`config.mk`:
```
export PLATFORM = sky130hd
export DESIGN_NAME = utc_transceiver_ctrl
export DESIGN_NICKNAME = d
export VERILOG_FILES = /design/src/design/utc_ep_decode.v /design/src/design/utc_transceiver_ctrl.v
export VERILOG_INCLUDE_DIRS = /design/src /design/src/design
export SDC_FILE = /design/constraint.sdc
export NUM_CORES = 1
export LEC_CHECK = 0
export BUFFER_PORTS_ARGS = -buffer_cell sky130_fd_sc_hd__buf_2
export CAP_MARGIN = 20
export CORE_MARGIN = 8
export CORE_UTILIZATION = 48
export DETAILED_ROUTE_END_ITERATION = 12
export HOLD_SLACK_MARGIN = 0.02
export PLACE_DENSITY_LB_ADDON = 0.1
export SYNTH_ARGS = -nofsm -noshare
export SYNTH_HDL_FRONTEND = slang
export SYNTH_SLANG_ARGS = --single-unit
```
`constraint.sdc`:
```
create_clock -name clk -period 1.35 [get_ports clk]
set_input_delay 0.27 -clock clk [delete_from_list [all_inputs] [get_ports clk]]
set_output_delay 0.27 -clock clk [all_outputs]
set_load 0.1 [all_outputs]
```
`src/design/utc_regs.vh`:
```
`ifndef UTC_REGS_VH
`define UTC_REGS_VH
// special function register address of the transceiver control register
`define UTC_SFR_ADDR        8'hD7
`define UTC_RESET_VALUE     8'h00
// field positions in the transceiver control register
`define UTC_BIT_PULLUP_EN   7
`define UTC_BIT_PHY_EN      6
`define UTC_BIT_SPEED       5
`define UTC_BIT_TEST_HI     4
`define UTC_BIT_TEST_LO     3
`define UTC_BIT_DIFF_RX     2
`define UTC_BIT_DPLUS       1
`define UTC_BIT_DMINUS      0
`define UTC_WRITE_MASK      8'hF8
// transceiver test modes
`define UTC_TEST_NORMAL     2'h0
`define UTC_TEST_DIFF_ONE   2'h1
`define UTC_TEST_DIFF_ZERO  2'h2
`define UTC_TEST_SE_ZERO    2'h3
// endpoint addressing
`define UTC_NUM_PIPES       8
`define UTC_EP_CONTROL      2'h0
`define UTC_EP_IN_FLAG      8'h80
`define UTC_EP_NUM_MASK     8'h0F
`define UTC_EP_LAST         4'h3
`endif

```
`src/design/utc_ep_decode.v`:
```
`timescale 1ns/10ps
module utc_ep_decode (
    // request
    input  wire [7:0] ep_addr,
    // result
    output wire       ep_hit,
    output wire [2:0] ep_pipe
);
`include "utc_regs.vh"
    wire [3:0] num;
    wire       dir_in;
    assign num    = ep_addr[3:0];
    assign dir_in = (ep_addr & `UTC_EP_IN_FLAG) != 8'h00;
    // endpoint zero is bidirectional at address zero, both directions
    // endpoints 1..3: in at 0x80+n, out at n
    assign ep_hit = ((ep_addr & ~(`UTC_EP_IN_FLAG | `UTC_EP_NUM_MASK))
                     == 8'h00) && (num <= `UTC_EP_LAST);
    // pipe 0 serves ep0; pipes 1..6 are out/in pairs of eps 1..3
    assign ep_pipe = (num == 4'h0) ? 3'h0 :
                     {num[1:0], 1'b0} - {2'h0, ~dir_in};
endmodule // utc_ep_decode

```
`src/design/utc_transceiver_ctrl.v`:
```
`timescale 1ns/10ps
//
// Overview of operation
// eight pipes; endpoint zero bidirectional at zero
// endpoint zero always bidirectional
// endpoints 1-3: IN 0x80+n, OUT n
// speed one: full speed, pull-up on D+
// speed zero: low speed, pull-up on D-
// pull-up only while VBUS present
// pull-up enable clear detaches device
// phy enable clear: transceiver off, suspended
// software starts USB clock before enable
// low five bits: test and line status
// peripheral function only, never host
// diff receive bit follows D+/D- when enabled
// status bits show D+ and D- levels
// writes to status bits ignored
module utc_transceiver_ctrl (
    // clock and reset
    input  wire       clk,
    input  wire       rst,
    // special function register port
    input  wire [7:0] sfr_addr,
    input  wire       sfr_wr,
    input  wire [7:0] sfr_wdata,
    output reg  [7:0] sfr_rdata,
    // endpoint lookup
    input  wire [7:0] ep_addr,
    output reg        ep_hit,
    output reg  [2:0] ep_pipe,
    // cable side
    input  wire       vbus_present,
    input  wire       dplus_in,
    input  wire       dminus_in,
    input  wire       diff_rx_in,
    output reg        dplus_out,
    output reg        dminus_out,
    output reg        line_oe,
    output reg        pullup_dplus,
    output reg        pullup_dminus,
    output reg        phy_suspend,
    output reg        full_speed
);
`include "utc_regs.vh"
    // states of the line test driver, one-hot
    localparam ST_IDLE  = 4'b0001;
    localparam ST_D1    = 4'b0010;
    localparam ST_D0    = 4'b0100;
    localparam ST_SE0   = 4'b1000;
    localparam [7:0] RESET_WORD = `UTC_RESET_VALUE;
    reg  [4:0] ctrl_hi;
    reg  [2:0] line_stat;
    reg  [3:0] test_state;
    reg  [3:0] next_test_state;
    reg  [4:0] next_ctrl_hi;
    reg  [2:0] next_line_stat;
    reg  [7:0] next_sfr_rdata;
    reg        next_dplus_out;
    reg        next_dminus_out;
    reg        next_line_oe;
    reg        next_pullup_dplus;
    reg        next_pullup_dminus;
    reg        next_phy_suspend;
    reg        next_full_speed;
    wire [4:0] wr_field;
    wire       pullup_enable;
    wire       phy_enable;
    wire       speed_full;
    wire [1:0] test_sel;
    wire       dec_hit;
    wire [2:0] dec_pipe;
    wire       pullup_on;

    function sel_hit;
        input [7:0] a;
        begin
            sel_hit = (a == `UTC_SFR_ADDR);
        end
    endfunction

    assign pullup_enable = ctrl_hi[`UTC_BIT_PULLUP_EN - `UTC_BIT_TEST_LO];
    assign phy_enable    = ctrl_hi[`UTC_BIT_PHY_EN - `UTC_BIT_TEST_LO];
    assign speed_full    = ctrl_hi[`UTC_BIT_SPEED - `UTC_BIT_TEST_LO];
    assign test_sel      = ctrl_hi[`UTC_BIT_TEST_HI - `UTC_BIT_TEST_LO:0];
    assign wr_field      = sfr_wdata[`UTC_BIT_PULLUP_EN:`UTC_BIT_TEST_LO];
    // pull-up needs both the enable and VBUS
    assign pullup_on     = pullup_enable & vbus_present;

    // only the writable upper field is stored
    always @* begin
        next_ctrl_hi = ctrl_hi;
        if (sfr_wr && sel_hit(sfr_addr)) begin
            next_ctrl_hi = wr_field;
        end
    end

    always @(posedge clk or posedge rst) begin
        if (rst) begin
            ctrl_hi <= RESET_WORD[`UTC_BIT_PULLUP_EN:`UTC_BIT_TEST_LO];
        end else begin
            ctrl_hi <= next_ctrl_hi;
        end
    end

    // the diff bit reads zero while the phy is off
    always @* begin
        next_line_stat                   = 3'h0;
        next_line_stat[`UTC_BIT_DIFF_RX] = diff_rx_in & phy_enable;
        next_line_stat[`UTC_BIT_DPLUS]   = dplus_in;
        next_line_stat[`UTC_BIT_DMINUS]  = dminus_in;
    end

    always @(posedge clk or posedge rst) begin
        if (rst) begin
            line_stat <= RESET_WORD[`UTC_BIT_DIFF_RX:`UTC_BIT_DMINUS];
        end else begin
            line_stat <= next_line_stat;
        end
    end

    always @* begin
        next_test_state = ST_IDLE;
        if (phy_enable) begin
            case (test_sel)
                `UTC_TEST_DIFF_ONE:  next_test_state = ST_D1;
                `UTC_TEST_DIFF_ZERO: next_test_state = ST_D0;
                `UTC_TEST_SE_ZERO:   next_test_state = ST_SE0;
                default:             next_test_state = ST_IDLE;
            endcase
        end
    end

    always @(posedge clk or posedge rst) begin
        if (rst) begin
            test_state <= ST_IDLE;
        end else begin
            test_state <= next_test_state;
        end
    end

    // test driver forces the line; the sie owns it otherwise
    always @* begin
        next_dplus_out  = 1'b0;
        next_dminus_out = 1'b0;
        next_line_oe    = 1'b0;
        case (test_state)
            ST_D1: begin
                next_dplus_out = 1'b1;
                next_line_oe   = 1'b1;
            end
            ST_D0: begin
                next_dminus_out = 1'b1;
                next_line_oe    = 1'b1;
            end
            ST_SE0: begin
                next_line_oe = 1'b1;
            end
            default: begin
                next_line_oe = 1'b0;
            end
        endcase
    end

    always @(posedge clk or posedge rst) begin
        if (rst) begin
            dplus_out  <= 1'b0;
            dminus_out <= 1'b0;
            line_oe    <= 1'b0;
        end else begin
            dplus_out  <= next_dplus_out;
            dminus_out <= next_dminus_out;
            line_oe    <= next_line_oe;
        end
    end

    // function only: pull-up signals attach, host pull-downs never exist
    always @* begin
        next_pullup_dplus  = pullup_on & speed_full;
        next_pullup_dminus = pullup_on & ~speed_full;
        next_phy_suspend   = ~phy_enable;
        next_full_speed    = speed_full;
    end

    always @(posedge clk or posedge rst) begin
        if (rst) begin
            pullup_dplus  <= 1'b0;
            pullup_dminus <= 1'b0;
            phy_suspend   <= ~RESET_WORD[`UTC_BIT_PHY_EN];
            full_speed    <= RESET_WORD[`UTC_BIT_SPEED];
        end else begin
            pullup_dplus  <= next_pullup_dplus;
            pullup_dminus <= next_pullup_dminus;
            phy_suspend   <= next_phy_suspend;
            full_speed    <= next_full_speed;
        end
    end

    // other addresses read as zero
    always @* begin
        next_sfr_rdata = 8'h00;
        if (sel_hit(sfr_addr)) begin
            next_sfr_rdata = {ctrl_hi, line_stat};
        end
    end

    always @(posedge clk or posedge rst) begin
        if (rst) begin
            sfr_rdata <= 8'h00;
        end else begin
            sfr_rdata <= next_sfr_rdata;
        end
    end

    utc_ep_decode u_ep_decode (
        .ep_addr (ep_addr),
        .ep_hit  (dec_hit),
        .ep_pipe (dec_pipe)
    );

    always @(posedge clk or posedge rst) begin
        if (rst) begin
            ep_hit  <= 1'b0;
            ep_pipe <= 3'h0;
        end else begin
            ep_hit  <= dec_hit;
            ep_pipe <= dec_pipe;
        end
    end
endmodule // utc_transceiver_ctrl

```
# Word level (Yosys, flattened, before mapping)
# Cells that the tools add are included.
# W data, S select, Z words.
# totals
reg_bits,31
inputBits,31
out_inout_bits,19
word_cells,41
# op_classes
addsub,1
n_lt_le_gt_ge,1
eq_ne,7
n_mux,7
bitwise,7
n_reduce_logical,5
# op_table
operator,n
$pmux W4 S3,1
$eq A8 B8 Y1 const B,1
$logic_not A8 Y1,1
$mux W8,1
$and A1 B1 Y1,4
$eq A2 B2 Y1 const B,2
$eq A4 B2 Y1 const B,1
$eq A4 B3 Y1 const B,1
$eq A4 B4 Y1 const B,1
$le A4 B2 Y1 const B,1
$logic_not A4 Y1,1
$mux W4,1
$mux W1,3
$mux W3,1
$not A1 Y1,3
$reduce_or A3 Y1,1
$sub A3 B1 Y3,1
$eq A2 B1 Y1 const B,1
$logic_and A1 B1 Y1,2

# Logic depth before layout (Yosys ltp)
# logic_depth
ltp_word,3
depth_mapped,4
depth_no_buf,4

# Cells and area by module
# Synthesis repeated with hierarchy kept, for this count alone.
# hier_totals
cells_unflattened,77
hier_area_um2,1116.1
# modules_own_cells
mod,instances,cells_per_inst,area_each_um2,seq_area_each_um2
utc_transceiver_ctrl,1,67,1058.5,778.2
utc_ep_decode,1,10,57.6,0.0

# Worst setup path after synthesis
# Ideal clock, no wire load.
# synth_path
path_kind,input-to-reg
from,in sfr_addr[3]
to,reg ctrl_hi[0]
setup_ns,0.125
arrival_ns,1.040
required_ns,1.225
slack_ns,0.185
cell_stages,4
n_path_buf,1
cell_sequence,and4b_1 > buf_6 > nand3_4 > mux2_4
# synth_between
elab_chain_cells,2
# synth_lines
element,line,text
"start, declared",utc_transceiver_ctrl.v:23,"input wire [7:0] sfr_addr,"
$eq A8 B8 Y1 (no source line),n/a,
$logic_and A1 B1 Y1,utc_transceiver_ctrl.v:92,if (sfr_wr && sel_hit(sfr_addr)) begin
"end signal, assigned",utc_transceiver_ctrl.v:99,ctrl_hi <= RESET_WORD[`UTC_BIT_PULLUP_EN:`UTC_BIT_TEST_LO];
"end signal, assigned",utc_transceiver_ctrl.v:101,ctrl_hi <= next_ctrl_hi;
"end, declared",utc_transceiver_ctrl.v:51,reg [4:0] ctrl_hi;
# Every way passes these cells.
# A chain may end at the register's enable or synchronous reset.

# Worst setup path after layout
# layout_path
from,reg phy_suspend
to,out phy_suspend
# layout_rtl
element,line,text
"start, declared",utc_transceiver_ctrl.v:41,"output reg phy_suspend,"
"start signal, assigned",utc_transceiver_ctrl.v:188,phy_suspend <= ~RESET_WORD[`UTC_BIT_PHY_EN];
"start signal, assigned",utc_transceiver_ctrl.v:193,phy_suspend <= next_phy_suspend;
# No word-level cell between the ends.

==> impl_metrics.csv <==
group,metric,value,unit
power_and_ir_drop,power_switching,0.420,mW
worst_setup_path,criticalPathCategory,"flop to output port",
global_routing,grt_max_degree,32,
worst_setup_path,rr_endpoint,"line_oe",
worst_setup_path,path_cells,"buf_12",
power_and_ir_drop,seqPwrFrac,0.588,
global_routing,antenna_found_initial,0,
power_and_ir_drop,peakVddDrop,0.000847,V
synthesis,synth_fa_ha_area_frac,0.0112,
sta,worst_pin_slew,0.366,ns
final_layout,final_core_util,0.683,
sta,worst_slack,0.0488,ns
synthesis,ys_types,21,
power_and_ir_drop,power,1.64,mW
worst_setup_path,start_kind,"flop",
synthesis,synth_top_area_share,0.647,
final_layout,syn_to_final_growth,34.7,%
sta,setup_viol,0,
placement,place_hpwl,1670,um
cts,clk_pin_slew,0.09,ns
placement,dpl_cell_area,0.00141,mm2
synthesis,yosys.area_share.simple,0.161,
run,drv_cap,0,
power_and_ir_drop,power.density,1090,mW/mm2
worst_setup_path,critPathCaptureType,"output port",
power_and_ir_drop,power.leakage,0.851,nW
sta,fin_setup_tns,0,ns
sta,hold_slack,0.0704,ns
cts,cts_setup_buffers,0,
drt,viasPerCell,4.63,
synthesis,synth-seq-cells,31,
worst_setup_path,ff2ff_path_depth,3,
cts,root_buffer,"clkbuf_4",
synthesis,syn_inst,77,
worst_setup_path,crit_buf_inv,1,
drt,dr_total_vias,746,
sta,finalCritPeriodShare,0.964,
min_path,hp-class,"input pin to flop",
sta,hold_viol,0,
final_layout,design_area,0.00151,mm2
drt,drt-pass1-iter-count,3,
drt,ant_nets,0,
worst_setup_path,crit_required,1.08,ns
synthesis,synth_xor_area_frac,0.00781,
placement,place_inst,152,
worst_setup_path,worst_ep_arrival_time,1.03,ns
synthesis,avgSynthCellArea,14.6,um2
floorplan,die_x,64.3,um
synthesis,yosysWarnings,0,
global_routing,grt_pass1_wl,3850,um
power_and_ir_drop,switching_share,0.256,
placement,post-place-ws,0.0931,ns
final_layout,fin_cells,161,
global_routing,first_global_vias,878,
sta,fmax,768,MHz
floorplan,core,0.00221,mm2
cts,cts.sinks,31,
cts,cts_tree,"built",
sta,grt_setup_unrepaired,"yes",
worst_setup_path,cp_top_family,"flip-flops",
drt,drc,0,
synthesis,ys_top_cells_by_area,"dfrtp_1 (65%), mux2_4 (6.7%), dfstp_2 (4.7%)",
power_and_ir_drop,clkPwrFrac,0.287,
placement,gp_congestion,0.669,
drt,drt-initial-drc-count,23,
drt,wl,2150,um
power_and_ir_drop,cellInternalPower,1.22,mW
final_layout,nets,164,
worst_setup_path,critical_path.max_stage_delay,0.55,ns
sta,drv_slew,0,
cts,cts.path.max_buffers,2,
worst_setup_path,reg2reg_from,"test_state[3]",
min_path,min_path_cells,1,
drt,wl_per_cell,13.3,um
global_routing,grt_overflow_total,0,
final_layout,num_antenna_cells,0,
synthesis,yosysSeqAreaShare,0.694,
worst_setup_path,crit_fanout,1,
final_layout,layout-drive-gt1-share,0.504,
synthesis,netlist_area,0.00112,mm2
status,run_status,"finished clean",
synthesis,synth_compound_area_frac,0.0257,
cts,cts_buffers,5,
floorplan,start_util,0.507,
cts,worstSkewPairLatency,0.31,ns
worst_setup_path,rrSetupSlack,0.47,ns
sta,fin_crit,1.30,ns
placement,port_buffers,46,
synthesis,synth_top_family_by_area,"simple AND/OR/NAND/NOR gates",
sta,clock_skew,0.00489,ns
worst_setup_path,slowest_stage,"dfstp_2",
floorplan,die_h,64.3,um
floorplan,die_area,0.00414,mm2
synthesis,synthMuxAreaShare,0.0670,
min_path,hold_end,"line_stat[0]",
global_routing,track_usage,0.120,
power_and_ir_drop,combinationalPowerShare,0.125,
synthesis,synth_top_area_cell,"dfrtp_1",
min_path,hold_start,"dminus_in",
synthesis,syn_nets,109,
sta,relSlewSlack,0.756,
floorplan,ios,50,
floorplan,fp-row-count,17,
cts,cts_htree_levels,2,
==> how the worst max path moves through the flow <==
stage                start          end  slack, ns  cells past startpoint
6_report       phy_suspend  phy_suspend       0.05                      1
5_1_grt        phy_suspend  phy_suspend    -0.0009                      1
4_1_cts         ep_pipe[1]   ep_pipe[1]      0.004                      1
3_5_place_dp   sfr_addr[3]   ctrl_hi[3]       0.09                      4
3_3_place_gp   sfr_addr[5]   ctrl_hi[1]        0.1                      4
2_1_floorplan  sfr_addr[3]   ctrl_hi[0]       0.18                      4
==> area by class of cell <==
cell class	count	area (um2)
Multi-Input combinational cell	39	305
Clock buffer	7	45.0
Inverter	5	18.8
Fill cell	182	702
Sequential cell	31	778
Tap cell	28	35.0
Timing Repair Buffer	50	323
Clock inverter	1	5.00
==> metal layers <==
layer	vias up	routed length (um)	GRT usage
li1	375	-	-
met5	-	0	0
met3	2	241	0.0889
met2	29	1050	0.190
met4	0	24	0.0490
met1	340	830	0.117
==> power by group through the flow <==
stage | Combinational [mW] | Sequential, mW | Clock (mW)
final | 0.206 | 0.966 | 0.472
after global routing | 0.222 | 0.970 | 0.542
after CTS | 0.207 | 0.966 | 0.501
after detailed placement | 0.201 | 0.984 | 0
after global placement | 0.197 | 0.984 | 0
after floorplan | 0.0436 | 1.07 | 0
==> flip-flops by register name (all words and copies together) (netlist names) <==
| signal | flops |
|---|---|
| full_speed | 1 |
| line_oe | 1 |
| dminus_out | 1 |
| pullup_dplus | 1 |
| pullup_dminus | 1 |
| sfr_rdata | 8 |
| line_stat | 3 |
| test_state | 4 |
| ep_hit | 1 |
| phy_suspend | 1 |
| ctrl_hi | 5 |
| dplus_out | 1 |
| ep_pipe | 3 |
==> Yosys cell counts <==
cell / count
dfrtp_1: 29
and3_1: 6
nor2_1: 6
inv_1: 5
mux2_4: 5
and3_2: 4
o21ai_0: 4
and4b_1: 2
dfstp_2: 2
nand2_1: 2
nor4b_1: 2
and2_1: 1
buf_4: 1
buf_6: 1
ha_1: 1
nand3_4: 1
nor3b_1: 1
nor4_1: 1
o311ai_0: 1
or4_1: 1
xor2_1: 1
==> cells by family after synthesis <==
family / after synthesis
muxes: 5
buffers and inverters: 7
AOI/OAI and AO/OA: 5
xor gates and xnor gates: 1
adders and majority gates: 1
DFF: 31
and+or+nand+nor: 27
==> repair_timing <==
item | CTS | global route
hold buffers | 1 | 0
gates resized for setup | 8 | 10
pin swaps | 0 | 0
setup endpoints to repair | 8 | 11
endpoints found under the hold margin | 15 | 0
==> cells in the final DEF, fill, tap and decap left out, drive strengths merged <==
cell / n
clkinv: 1
nor4b: 2
and3: 10
and2: 1
o21ai: 4
mux2: 5
inv: 5
dlygate4sd3: 1
o311ai: 1
nor3b: 1
nor2: 6
nor4: 1
nand2: 2
clkbuf: 17
ha: 1
dfrtp: 29
xor2: 1
or4: 1
and4b: 2
dfstp: 2
nand3: 1
buf: 39
No activity file was read; power rests on OpenSTA's default activity.
